--- src/design/scg_pkg.sv ---
// Constants and types for the cell-search sync channel generator
package scg_pkg;
	localparam int CHIPS_PER_CODE     = 256;
	localparam int CHIP_IDX_W         = 8;
	localparam int SLOTS_PER_FRAME    = 15;
	localparam int SLOT_IDX_W         = 4;
	localparam int NUM_SSC_CODES      = 16;
	localparam int SSC_IDX_W          = 4;
	localparam int NUM_CODE_GROUPS    = 32;
	localparam int GROUP_W            = 5;
	localparam int CODES_PER_GROUP    = 16;
	localparam int BUF_DEPTH          = 2;
	// Seed of the fixed primary code; value is arbitrary
	localparam logic [15:0] PSC_SEED  = 16'hA5C3;
	localparam logic [7:0]  LAST_CHIP = 8'hFF;
	localparam logic [3:0]  LAST_SLOT = 4'hE;
	localparam logic [3:0]  FIRST_SLOT = 4'h0;
	// Chip bit: 0 stands for +1, 1 for -1
	localparam logic CHIP_PLUS = 1'b0;

	typedef enum logic [0:0]
	{
		SCG_IDLE  = 1'b0,
		SCG_BURST = 1'b1
	} scg_state_e;

	typedef struct packed
	{
		logic                  ant_sel;
		logic                  psc_chip;
		logic                  ssc_chip;
		logic [SLOT_IDX_W-1:0] slot_idx;
		logic [CHIP_IDX_W-1:0] chip_idx;
	} scg_word_s;
endpackage

--- src/design/scg_stream_if.sv ---
// Valid/ready carrier for generated chip words
`timescale 1ns/1ns
interface scg_stream_if;
	import scg_pkg::*;
	scg_word_s data;
	logic      valid;
	logic      ready;

	modport src
	(
		output data,
		output valid,
		input  ready
	);
	modport snk
	(
		input  data,
		input  valid,
		output ready
	);
endinterface

--- src/design/scg_buffer.sv ---
// Two-entry chip buffer with registered head
`timescale 1ns/1ns
module scg_buffer
(
	input  wire logic         clk_sys_i,
	input  wire logic         reset_i,
	scg_stream_if.snk         in_s,
	output scg_pkg::scg_word_s out_data_o,
	output logic              out_valid_o,
	input  wire logic         out_ready_i
);
	import scg_pkg::*;

	scg_word_s tail_r;
	logic      tail_valid_r;
	logic      push;
	logic      pop;

	// Head always sits in out_data_o so the output needs no mux
	assign in_s.ready = !tail_valid_r;
	assign push       = in_s.valid && !tail_valid_r;
	assign pop        = out_valid_o && out_ready_i;

	always_ff @(posedge clk_sys_i)
	begin
		if (reset_i)
		begin
			out_valid_o  <= 1'b0;
			tail_valid_r <= 1'b0;
		end
		else if (pop)
		begin
			out_valid_o  <= tail_valid_r || push;
			tail_valid_r <= tail_valid_r && push;
		end
		else if (push)
		begin
			out_valid_o  <= 1'b1;
			tail_valid_r <= out_valid_o;
		end
	end

	always_ff @(posedge clk_sys_i)
	begin
		if (reset_i)
		begin
			out_data_o <= '0;
			tail_r     <= '0;
		end
		else if (pop)
		begin
			out_data_o <= tail_valid_r ? tail_r : in_s.data;
			if (push)
				tail_r <= in_s.data;
		end
		else if (push)
		begin
			if (out_valid_o)
				tail_r <= in_s.data;
			else
				out_data_o <= in_s.data;
		end
	end
endmodule

--- src/design/scg_top.sv ---
// Downlink cell-search sync channel generator
`timescale 1ns/1ns
module scg_top
#(
	parameter int CHIPS = scg_pkg::CHIPS_PER_CODE
)
(
	input  wire logic                       clk_sys_i,
	input  wire logic                       reset_i,
	input  wire logic                       slot_strobe_i,
	input  wire logic                       frame_strobe_i,
	input  wire logic [scg_pkg::GROUP_W-1:0] code_group_i,
	input  wire logic                       space_time_tx_diversity_i,
	input  wire logic                       time_switched_tx_diversity_i,
	input  wire logic                       out_ready_i,
	output logic                            out_valid_o,
	output logic                            ant0_en_o,
	output logic                            ant1_en_o,
	output logic                            psc_chip_o,
	output logic                            ssc_chip_o,
	output logic [scg_pkg::SLOT_IDX_W-1:0]  slot_idx_o,
	output logic [scg_pkg::CHIP_IDX_W-1:0]  chip_idx_o,
	output logic                            busy_o
);
	import scg_pkg::*;

	if (CHIPS != CHIPS_PER_CODE)
	begin
		$error("scg_top: code length must be 256 chips");
	end

	scg_state_e            state_r;
	logic [CHIP_IDX_W-1:0] chip_r;
	logic [SLOT_IDX_W-1:0] slot_r;
	logic [SLOT_IDX_W-1:0] slot_nxt;
	logic [SSC_IDX_W-1:0]  ssc_sel_r;
	logic                  sign_neg_r;
	logic                  ant_r;
	logic                  gen_take;
	scg_word_s             head;
	scg_stream_if          gen_s ();

	// Code index from group and slot; 32 distinct 15-entry sequences
	function automatic logic [SSC_IDX_W-1:0] ssc_select
	(
		input logic [GROUP_W-1:0]    grp,
		input logic [SLOT_IDX_W-1:0] slot
	);
		logic [SLOT_IDX_W:0] step;
		step = {1'b0, slot} << grp[4];
		ssc_select = grp[3:0] + step[SSC_IDX_W-1:0];
	endfunction

	// Hierarchical code built from one constant seed only
	function automatic logic psc_bit(input logic [CHIP_IDX_W-1:0] n);
		psc_bit = PSC_SEED[n[3:0]] ^ PSC_SEED[n[7:4]];
	endfunction

	// Walsh-masked variant of the primary: 16 distinct codes
	function automatic logic ssc_bit
	(
		input logic [SSC_IDX_W-1:0]  k,
		input logic [CHIP_IDX_W-1:0] n
	);
		ssc_bit = (^(k & n[7:4])) ^ PSC_SEED[n[3:0]];
	endfunction

	assign slot_nxt = (frame_strobe_i || slot_r == LAST_SLOT) ?
		FIRST_SLOT : slot_r + 4'h1;
	assign gen_take = gen_s.valid && gen_s.ready;

	// Late slot strobe restarts the burst; a stalled sink never drops
	always_ff @(posedge clk_sys_i)
	begin
		if (reset_i)
		begin
			state_r <= SCG_IDLE;
			chip_r  <= '0;
		end
		else if (slot_strobe_i)
		begin
			state_r <= SCG_BURST;
			chip_r  <= '0;
		end
		else if (gen_take)
		begin
			chip_r <= chip_r + 8'h01;
			if (chip_r == LAST_CHIP)
				state_r <= SCG_IDLE;
		end
	end

	// Slot index resets to the last slot so a bare strobe starts at 0
	always_ff @(posedge clk_sys_i)
	begin
		if (reset_i)
			slot_r <= LAST_SLOT;
		else if (slot_strobe_i)
			slot_r <= slot_nxt;
	end

	always_ff @(posedge clk_sys_i)
	begin
		if (reset_i)
		begin
			ssc_sel_r  <= '0;
			sign_neg_r <= 1'b1;
		end
		else if (slot_strobe_i)
		begin
			ssc_sel_r  <= ssc_select(code_group_i, slot_nxt);
			sign_neg_r <= !space_time_tx_diversity_i;
		end
	end

	always_ff @(posedge clk_sys_i)
	begin
		if (reset_i)
			ant_r <= 1'b0;
		else if (slot_strobe_i)
		begin
			if (!time_switched_tx_diversity_i || frame_strobe_i)
				ant_r <= 1'b0;
			else
				ant_r <= !ant_r;
		end
	end

	assign gen_s.valid         = (state_r == SCG_BURST) && !slot_strobe_i;
	// Whole word in one assignment: the carrier holds a single variable
	assign gen_s.data = '{
		ant_sel:  ant_r,
		psc_chip: psc_bit(chip_r) ^ sign_neg_r,
		ssc_chip: ssc_bit(ssc_sel_r, chip_r) ^ sign_neg_r,
		slot_idx: slot_r,
		chip_idx: chip_r
	};

	scg_buffer u_buffer
	(
		.clk_sys_i   (clk_sys_i),
		.reset_i     (reset_i),
		.in_s        (gen_s.snk),
		.out_data_o  (head),
		.out_valid_o (out_valid_o),
		.out_ready_i (out_ready_i)
	);

	// Antenna enables registered so outputs come from flops
	always_ff @(posedge clk_sys_i)
	begin
		if (reset_i)
		begin
			ant0_en_o <= 1'b0;
			ant1_en_o <= 1'b0;
			busy_o    <= 1'b0;
		end
		else
		begin
			ant0_en_o <= (state_r == SCG_BURST) && !ant_r;
			ant1_en_o <= (state_r == SCG_BURST) && ant_r;
			busy_o    <= (state_r == SCG_BURST);
		end
	end

	assign psc_chip_o = head.psc_chip;
	assign ssc_chip_o = head.ssc_chip;
	assign slot_idx_o = head.slot_idx;
	assign chip_idx_o = head.chip_idx;
endmodule

--- config.mk ---
export PLATFORM = sky130hd
export DESIGN_NAME = scg_top
export DESIGN_NICKNAME = d
export VERILOG_FILES = /design/src/design/scg_pkg.sv /design/src/design/scg_stream_if.sv /design/src/design/scg_buffer.sv /design/src/design/scg_top.sv
export SDC_FILE = /design/constraint.sdc
export NUM_CORES = 1
export LEC_CHECK = 0
export ABC_AREA = 1
export BUFFER_PORTS_ARGS = -buffer_cell sky130_fd_sc_hd__buf_2
export CORE_MARGIN = 4
export CORE_UTILIZATION = 25
export CTS_CLUSTER_DIAMETER = 100
export DETAILED_ROUTE_END_ITERATION = 7
export PLACE_DENSITY = 0.48
export SLEW_MARGIN = 20
export SYNTH_ARGS = -nofsm -noshare
export SYNTH_HDL_FRONTEND = slang
export SYNTH_HIERARCHICAL = 1
export SYNTH_SLANG_ARGS = --single-unit
--- constraint.sdc ---
create_clock -name clk_sys_i -period 2.2 [get_ports clk_sys_i]
set_input_delay 0.11 -clock clk_sys_i [delete_from_list [all_inputs] [get_ports clk_sys_i]]
set_output_delay 0.11 -clock clk_sys_i [all_outputs]
set_load 0.005 [all_outputs]
Yosys cells after proc, flatten, opt, wreduce, memory -nomap -nowiden
Memories as Yosys holds them, arrays and structs flattened. A register that Yosys moved wholly into a read port is not among the register bits. Index checks and enable logic that the tools add are counted.

$add $sub $neg: 3. $mul: 0. Div/mod/pow operators: 0. Magnitude comparators: 2. Eq/ne operators: 3. Shifts and indexed selects: 1. Muxes and demuxes: 23. Bitwise operators: 5. Reduce and logical (&&, ||, !) cells: 23.

Operators by type and width (number): $mux 15 (4); $mux 14 (4); $mux 4 (5); $lt 4x5->1 const B (2); $mux 1 (10); $add 8x1->8 const B (1); $eq 8x8->1 const B (1); $reduce_bool 2->1 (4); $logic_and 1x1->1 (6); $reduce_and 2->1 (3); $logic_not 1->1 (5); $add 4x1->4 const B (1); $add 4x4->4 (1); $and 4x4->4 (1); $eq 4x4->1 const B (1); $reduce_xor 4->1 (1); $shl 4x1->4 (1); $xor 1x1->1 (4); $logic_or 1x1->1 (3); $ne 2x2->1 const B (1); $reduce_or 2->1 (1).

Flip-flop bits (word level): 52. Latch bits: 0. Bits in writable memories: 0. Memory bits (read-only): 32. Input bits: 12. Output and inout bits: 18. Memories kept: 2.

Memory list: (name not given) (depth 16, bits a word 1, rd ports 1, clocked after Yosys merged registers in 1, wr ports 0, line scg_top.sv:65) `ssc_bit = (^(k & n[7:4])) ^ PSC_SEED[n[3:0]];`; (name not given) (depth 16, bits a word 1, rd ports 1, clocked after Yosys merged registers in 1, wr ports 0, line scg_top.sv:56) `psc_bit = PSC_SEED[n[3:0]] ^ PSC_SEED[n[7:4]];`.

Depth between registers and ports, before layout
Gate-level depths: netlist (run 1).

Word-level depth: 7. Depth in mapped cells: 17. Mapped depth without buffers: 17.

Hierarchy
Netlist (run 1), hierarchy kept.

Modules (own cells, without submodules): scg_buffer (instances 1, cells an instance 203, area an instance 1562.7 µm², seq. area each 640.6 µm²); scg_top (instances 1, cells an instance 184, area an instance 1356.3 µm², seq. area each 480.5 µm²).

Worst setup path before layout (run 1)
Ideal clock, no wire load.

Path kind: register to register. Start point: reg slot_r[0]. End point: reg ssc_sel_r[3]. Library setup time: 0.113 ns. Arrival time: 1.902 ns. Data required time: 2.087 ns. Slack: 0.185 ns. Cell stages (with the launch flop): 15. Path buffers: 0. Period minus slack after synthesis: 2.015 ns. Cells stage by stage: dfxtp_1 -> inv_1 -> ha_1 -> nand3_1 -> nand2_1 -> nor2_1 -> inv_1 -> o21ai_0 -> ha_1 -> a21oi_1 -> nand2_1 -> xor2_1 -> nand3_1 -> nand3_1 -> nand2_1.

Cells in the longest elaborated chain, start to end: 5.

Ends and longest elaborated chain: start: declaration (line scg_top.sv:34) `logic [SLOT_IDX_W-1:0] slot_r;`; start signal: assignment (line scg_top.sv:99) `slot_r <= slot_nxt;`; parallel branches: the longest is 2 deep, another holds $add 4x1->4; $mux 4 * (line scg_top.sv:68) `assign slot_nxt = (frame_strobe_i || slot_r == LAST_SLOT) ?`; $shl 4x1->4 * (line scg_top.sv:50) `step = {1'b0, slot} << grp[4];`; $add 4x4->4 * (line scg_top.sv:51) `ssc_select = grp[3:0] + step[SSC_IDX_W-1:0];`; end signal: assignment (line scg_top.sv:111) `ssc_sel_r <= ssc_select(code_group_i, slot_nxt);`; end: declaration (line scg_top.sv:36) `logic [SSC_IDX_W-1:0] ssc_sel_r;`.

Every way passes the cells marked *. A chain may end at the register's enable or synchronous reset.

Worst setup path in the final report (run 1)
Start point: reg slot_r[1]. End point: reg ssc_sel_r[3].

The elaborated chain is that of the path after synthesis.

==> results.sh, run 1 <==
export IMPL_layout_drive_gt1_share_pct=24.4
export IMPL_synth_net_count=395
export IMPL_die_w_um=114
export IMPL_path_clk_slew_ps=70
export IMPL_utilization_pct=30.2
export IMPL_syn_to_final_growth_pct=17.1
export IMPL_p_per_area_nw_per_um2=694
export IMPL_finalPower_uw=2300
export IMPL_coreArea_sq_um=11000
export IMPL_drt_first_pass_iters=4
export IMPL_num_vias=2467
export IMPL_drc_errors=0
export IMPL_first_iter_violations=128
export IMPL_antenna_found_initial=0
export IMPL_num_io_pins=30
export IMPL_ff2ff_setup_slack_ps=150
export IMPL_place_gp_congestion=0.764
export IMPL_antenna_left=0
export IMPL_worst_slew_pin_slew_ps=1020
export IMPL_grt_remaining_overflow=0
export IMPL_clock_path_buffers=2
export IMPL_synthesis_area_sq_um=2830
export IMPL_cts_root_buffer="clkbuf_16"
export IMPL_worstPathRequired_ps=2390
export IMPL_grt_use_total_pct=10.8
export IMPL_antennaDiodeCount=0
export IMPL_vias_per_cell=4.52
export IMPL_fin_crit_sh_pct=93.3
export IMPL_slew_headroom_pct=32.1
export IMPL_dp_hpwl_mm=4.86
export IMPL_leakage_uw=0.00149
export IMPL_cts_sinks=54
export IMPL_start_util_pct=25.8
export IMPL_wirelength_mm=6.82
export IMPL_yosysWarnings=6
export IMPL_fp_row_count=38
export IMPL_detail_route_wl_per_cell_um=12.5
export IMPL_min_period_ps=2050
export IMPL_syn_inst=376
export IMPL_grt_pass1_vias=2288
export IMPL_grt_max_degree=31
export IMPL_skew_ps=6.04
export IMPL_hold_viol_final=0
export IMPL_cts_tree="yes"
export IMPL_clk_latency_ps=290
export IMPL_worstSetupStartpointType="flip-flop"
export IMPL_grt_pass1_wl_mm=11.5
export IMPL_worstHoldPathType="primary input to flip-flop"
export IMPL_cp_cell_sequence="ha_2 -> or2_1 -> a21oi_4 -> nand2_1 -> o21ai_1 -> ha_1 -> a21oi_1 -> nand2_1 -> xor2_2 -> inv_1 -> nand2_1 -> nand3_1 -> nand2_1"
export IMPL_criticalPathCategory="flip-flop to flip-flop"
export IMPL_die_y_um=114
export IMPL_peakVddDrop_mv=0.285
export IMPL_fillers=1178
export IMPL_numCtsBuffers=5
export IMPL_slowest_stage="dfxtp_2"
export IMPL_portBuffers=29
export IMPL_crit_arrival_ps=2250
export IMPL_cp_max_fo=4
export IMPL_setup_viol_count_final=0
export IMPL_die_area_sq_um=13100
export IMPL_cp_common_cell="nand2_1"
export IMPL_max_cap_violations=0
export IMPL_slew_viol_final=0
export IMPL_htree_levels=2
export IMPL_cpPeakStageDelay_ps=360
export IMPL_avgSynthCellArea_sq_um=7.53
export IMPL_endpoint_kind="flip-flop"
export IMPL_max_freq_mhz=487
export IMPL_status="finished, final reports clean"
export IMPL_nets=424
==> worst max-delay path: cells and delay by family (launching register included) <==
family,cells,cell delay [ps]
adder cells (fa/ha/maj),2,450
XOR/XNOR,1,150
AND/OR/NAND/NOR,6,560
buffers and inverters,1,50
AO/OA/AOI/OAI,3,370
flip-flops,1,360
==> sequential cells by signal, indices dropped and copies added (netlist names), named ones only <==
signal	count
sign_neg_r	1
busy_o	1
u_buffer/tail_valid_r	1
u_buffer/tail_r	14
slot_r	4
u_buffer/out_data_o	14
ssc_sel_r	4
ant0_en_o	1
state_r	1
ant_r	1
u_buffer/out_valid_o	1
ant1_en_o	1
chip_r	8
==> final cells by class <==
cell class                      instances  area (sq um)  area share, %
Tap cell                              140           175           5.28
Clock buffer                            5           125           3.77
Multi-Input combinational cell        266          1510           45.5
Inverter                               37           144           4.34
Sequential cell                        54          1080           32.7
Clock inverter                          3          40.0           1.21
Timing Repair Buffer                   41           238           7.17
==> routing by layer <==
layer  global-route usage, %  part of all wire (%)  up-vias
met5                       0                     0        -
met3                    2.17                   4.5        8
met4                    3.01                   1.1        0
met2                    16.8                    46       47
met1                    15.2                    49     1126
li1                        -                     -     1286
==> through the flow <==
stage / setup WS (ps) / std cells / hold WS, ps / cell area (sq um) / TNS (ps)
after floorplan: 185 / 376 / 187 / 2830 / 0
after detailed placement: -51.2 / 533 / 309 / 3060 / -51.2
final: 146 / 546 / 95.8 / 3320 / 0
after global placement: 86.9 / 533 / 293 / 3060 / 0
after global routing: -23.2 / 546 / 98.4 / 3320 / -23.2
after CTS: 5.96 / 542 / 89.6 / 3240 / 0
==> final timing paths <==
kind                                 from            to  cells past startpoint
max reg2reg                     slot_r[1]  ssc_sel_r[3]                     13
max                             slot_r[1]  ssc_sel_r[3]                     13
min reg2reg                         ant_r     ant0_en_o                      1
min          time_switched_tx_diversity_i         ant_r                      3
==> repair_timing <==
action | 4_1_cts | 5_1_grt
setup endpoints to repair | 1 | 3
hold endpoints to repair | 1 | 0
gates resized for setup | 5 | 14
pin swaps | 3 | 11
hold buffers | 1 | 0
setup buffers | 0 | 4
==> layout by cell type, fill, tap and decap left out, drive strengths merged, types with 5 or more instances in the layout <==
cell and count:
nand2 110, nand3 66, dfxtp 54, buf 40, inv 34, a21oi 23, nor2 19, nand4 15
xor2 8, o21ai 8, ha 6, clkbuf 5, clkinv 5
==> where the power goes <==
group | internal (uW) | total [uW] | switching (uW) | leakage (uW)
Sequential | 1020 | 1060 | 36.5 | 0.000439
Combinational | 124 | 343 | 219 | 0.000967
Clock | 534 | 902 | 368 | 0.0000836
Note: power is estimated with default switching activity, not from simulation.
==> run 2: changes to the inputs <==
Settings changed: CTS_BUF_LIST set to sky130_fd_sc_hd__clkbuf_8.
==> run 2 against run 1 <==
Power is 9.5% lower. Routed wire length rose by 0.28%. Sequential share of layout area grew 0.54 points. Worst hold slack got worse by 23 ps. Critical path type unchanged.
==> results.sh, run 2 (synthesis results as in run 1) <==
export IMPL_worst_slew_pin_slew_ps=1010
export IMPL_leakage_uw=0.00147
export IMPL_min_period_ps=2050
export IMPL_final_common_cell="nand2_1"
export IMPL_drt_first_pass_iters=4
export IMPL_die_y_um=114
export IMPL_path_buf_inv=1
export IMPL_grt_max_degree=31
export IMPL_fin_crit_sh_pct=93.2
export IMPL_vias_per_cell=4.49
export IMPL_hold_end="ant_r"
export IMPL_clk_latency_ps=310
export IMPL_cp_common_cell="nand2_1"
export IMPL_max_freq_mhz=488
export IMPL_clock_path_buffers=2
export IMPL_grt_pass1_wl_mm=11.5
export IMPL_instances_no_fill=547
export IMPL_cts_sinks=54
export IMPL_rr_startpoint="slot_r[1]"
export IMPL_numCtsBuffers=5
export IMPL_place_gp_congestion=0.764
export IMPL_max_cap_violations=0
export IMPL_fillers=1182
export IMPL_num_io_pins=30
export IMPL_grt_pass1_vias=2286
export IMPL_num_vias=2456
export IMPL_worstSetupStartpointType="flip-flop"
export IMPL_dp_hpwl_mm=4.86
export IMPL_path_clk_slew_ps=100
export IMPL_setup_slack_ps=150
export IMPL_setup_tns_ps=0
export IMPL_worstHoldPathType="primary input to flip-flop"
export IMPL_swShare_pct=28.9
export IMPL_cts_tree="yes"
export IMPL_clockPowerShare_pct=32.7
export IMPL_fp_row_count=38
export IMPL_seq_area_sq_um=1090
export IMPL_skew_ps=10.6
export IMPL_criticalPathCategory="flip-flop to flip-flop"
export IMPL_final_cell_mix="nand2_1, nand3_1, dfxtp_1"
export IMPL_crit_arrival_ps=2270
export IMPL_pwr_share_seq_pct=50.7
export IMPL_finalPower_uw=2080
export IMPL_layout_drive_gt1_share_pct=24.6
export IMPL_whs_path_depth=3
export IMPL_rr_worst_depth=13
export IMPL_p_per_area_nw_per_um2=636
export IMPL_drc_errors=0
export IMPL_slowest_stage="dfxtp_4"
export IMPL_worstPathRequired_ps=2420
export IMPL_hold_ws_ps=72.6
export IMPL_antenna_found_initial=0
export IMPL_holdCritStartpoint="time_switched_tx_diversity_i"
export IMPL_hold_viol_final=0
export IMPL_status="finished, final reports clean"
export IMPL_multiInputGateArea_sq_um=1510
export IMPL_cp_max_fo=3
export IMPL_syn_to_final_growth_pct=15.5
export IMPL_wirelength_mm=6.84
export IMPL_slew_viol_final=0
export IMPL_slew_headroom_pct=32.3
export IMPL_grt_use_total_pct=10.8
export IMPL_die_w_um=114
export IMPL_grt_remaining_overflow=0
export IMPL_die_area_sq_um=13100
export IMPL_peakVddDrop_mv=0.257
export IMPL_setup_viol_count_final=0
export IMPL_antennaDiodeCount=0
export IMPL_cp_cell_sequence="ha_2 -> or2_1 -> a21oi_4 -> nand2_1 -> o21ai_1 -> ha_1 -> a21oi_1 -> nand2_1 -> xor2_2 -> inv_1 -> nand2_1 -> nand3_1 -> nand2_1"
export IMPL_coreArea_sq_um=11000
export IMPL_pwr_share_comb_pct=16.7
export IMPL_detail_route_wl_per_cell_um=12.5
export IMPL_antenna_left=0
export IMPL_ff2ff_setup_slack_ps=150
export IMPL_place_ws_ps=-51.2
export IMPL_critical_path_top_delay_family="simple AND/OR/NAND/NOR gates"
export IMPL_p_switching_uw=601
export IMPL_portBuffers=29
export IMPL_r2r_end="ssc_sel_r[3]"
export IMPL_cpPeakStageDelay_ps=370
export IMPL_dp_cells=533
export IMPL_cts_root_buffer="clkbuf_8"
export IMPL_htree_levels=2
export IMPL_first_iter_violations=139
export IMPL_endpoint_kind="flip-flop"
export IMPL_internal_power_uw=1480
export IMPL_start_util_pct=25.8
export IMPL_nets=425
export IMPL_top_regs="u_buffer/out_data_o (14), u_buffer/tail_r (14), chip_r (8)"
run 2: changes by cell type in the layout (fill, tap and decap cells not counted):
cell,before,now
clkbuf_16,5,0
clkbuf_8,0,5
buf_4,11,12
dfxtp_2,3,2
dfxtp_4,0,1
run 2: cell type report:
class	instances	share of cell area (%)
clock buffer	5	2.10
sequential	54	33.2
multi-input combinational	266	46.2
clock inverter	3	1.22
inverter	37	4.40
tap	140	5.36
timing repair buffer	42	7.50
run 2: what timing repair did:
action                                  CTS  global route
setup buffers                             0             5
endpoints found under the setup margin    1             3
endpoints found under the hold margin     1             0
hold buffers                              1             0
pin swaps                                 3            11
resized for setup                         5            15
run 2: metal layers:
metal	wire length, um	part of all wire [%]	vias up	track usage [%]
met5	0	0	-	0
met4	65	0.95	0	2.77
met3	285	4.2	7	2.17
met2	3100	45	47	16.9
met1	3390	50	1117	15.2
li1	-	-	1285	-
run 2: worst min-delay path: cells and delay by family:
kind / cells / cell delay (ps)
and+or+nand+nor: 1 / 70
buffers and inverters: 1 / 100
AOI/OAI and AO/OA: 1 / 60
run 2: power by group through the flow:
stage | Sequential [uW] | Clock [uW] | Combinational, uW
finish | 1050 | 680 | 347
global route | 1060 | 735 | 391
CTS | 1050 | 702 | 317
detailed placement | 1080 | 0 | 309
global placement | 1070 | 0 | 307
floorplan | 1070 | 0 | 244
run 2: how the worst max path moves through the flow:
stage               startpoint      endpoint  slack [ps]  cells past startpoint
CTS                  slot_r[0]  ssc_sel_r[3]           3                     14
finish               slot_r[1]  ssc_sel_r[3]         150                     13
global route         slot_r[1]  ssc_sel_r[3]         -20                     12
global placement     slot_r[0]  ssc_sel_r[3]          90                     14
detailed placement   slot_r[0]  ssc_sel_r[3]         -50                     14
floorplan            slot_r[0]  ssc_sel_r[3]         190                     14
run 2: per-stage QoR:
| step | instance area (sq um) | utilization, % |
|---|---|---|
| after floorplan | 2830 | - |
| after global placement | 3060 | 27.9 |
| after detailed placement | 3060 | 27.9 |
| after CTS | 3190 | 29.0 |
| after global routing | 3270 | 29.8 |
| final | 3270 | 29.8 |
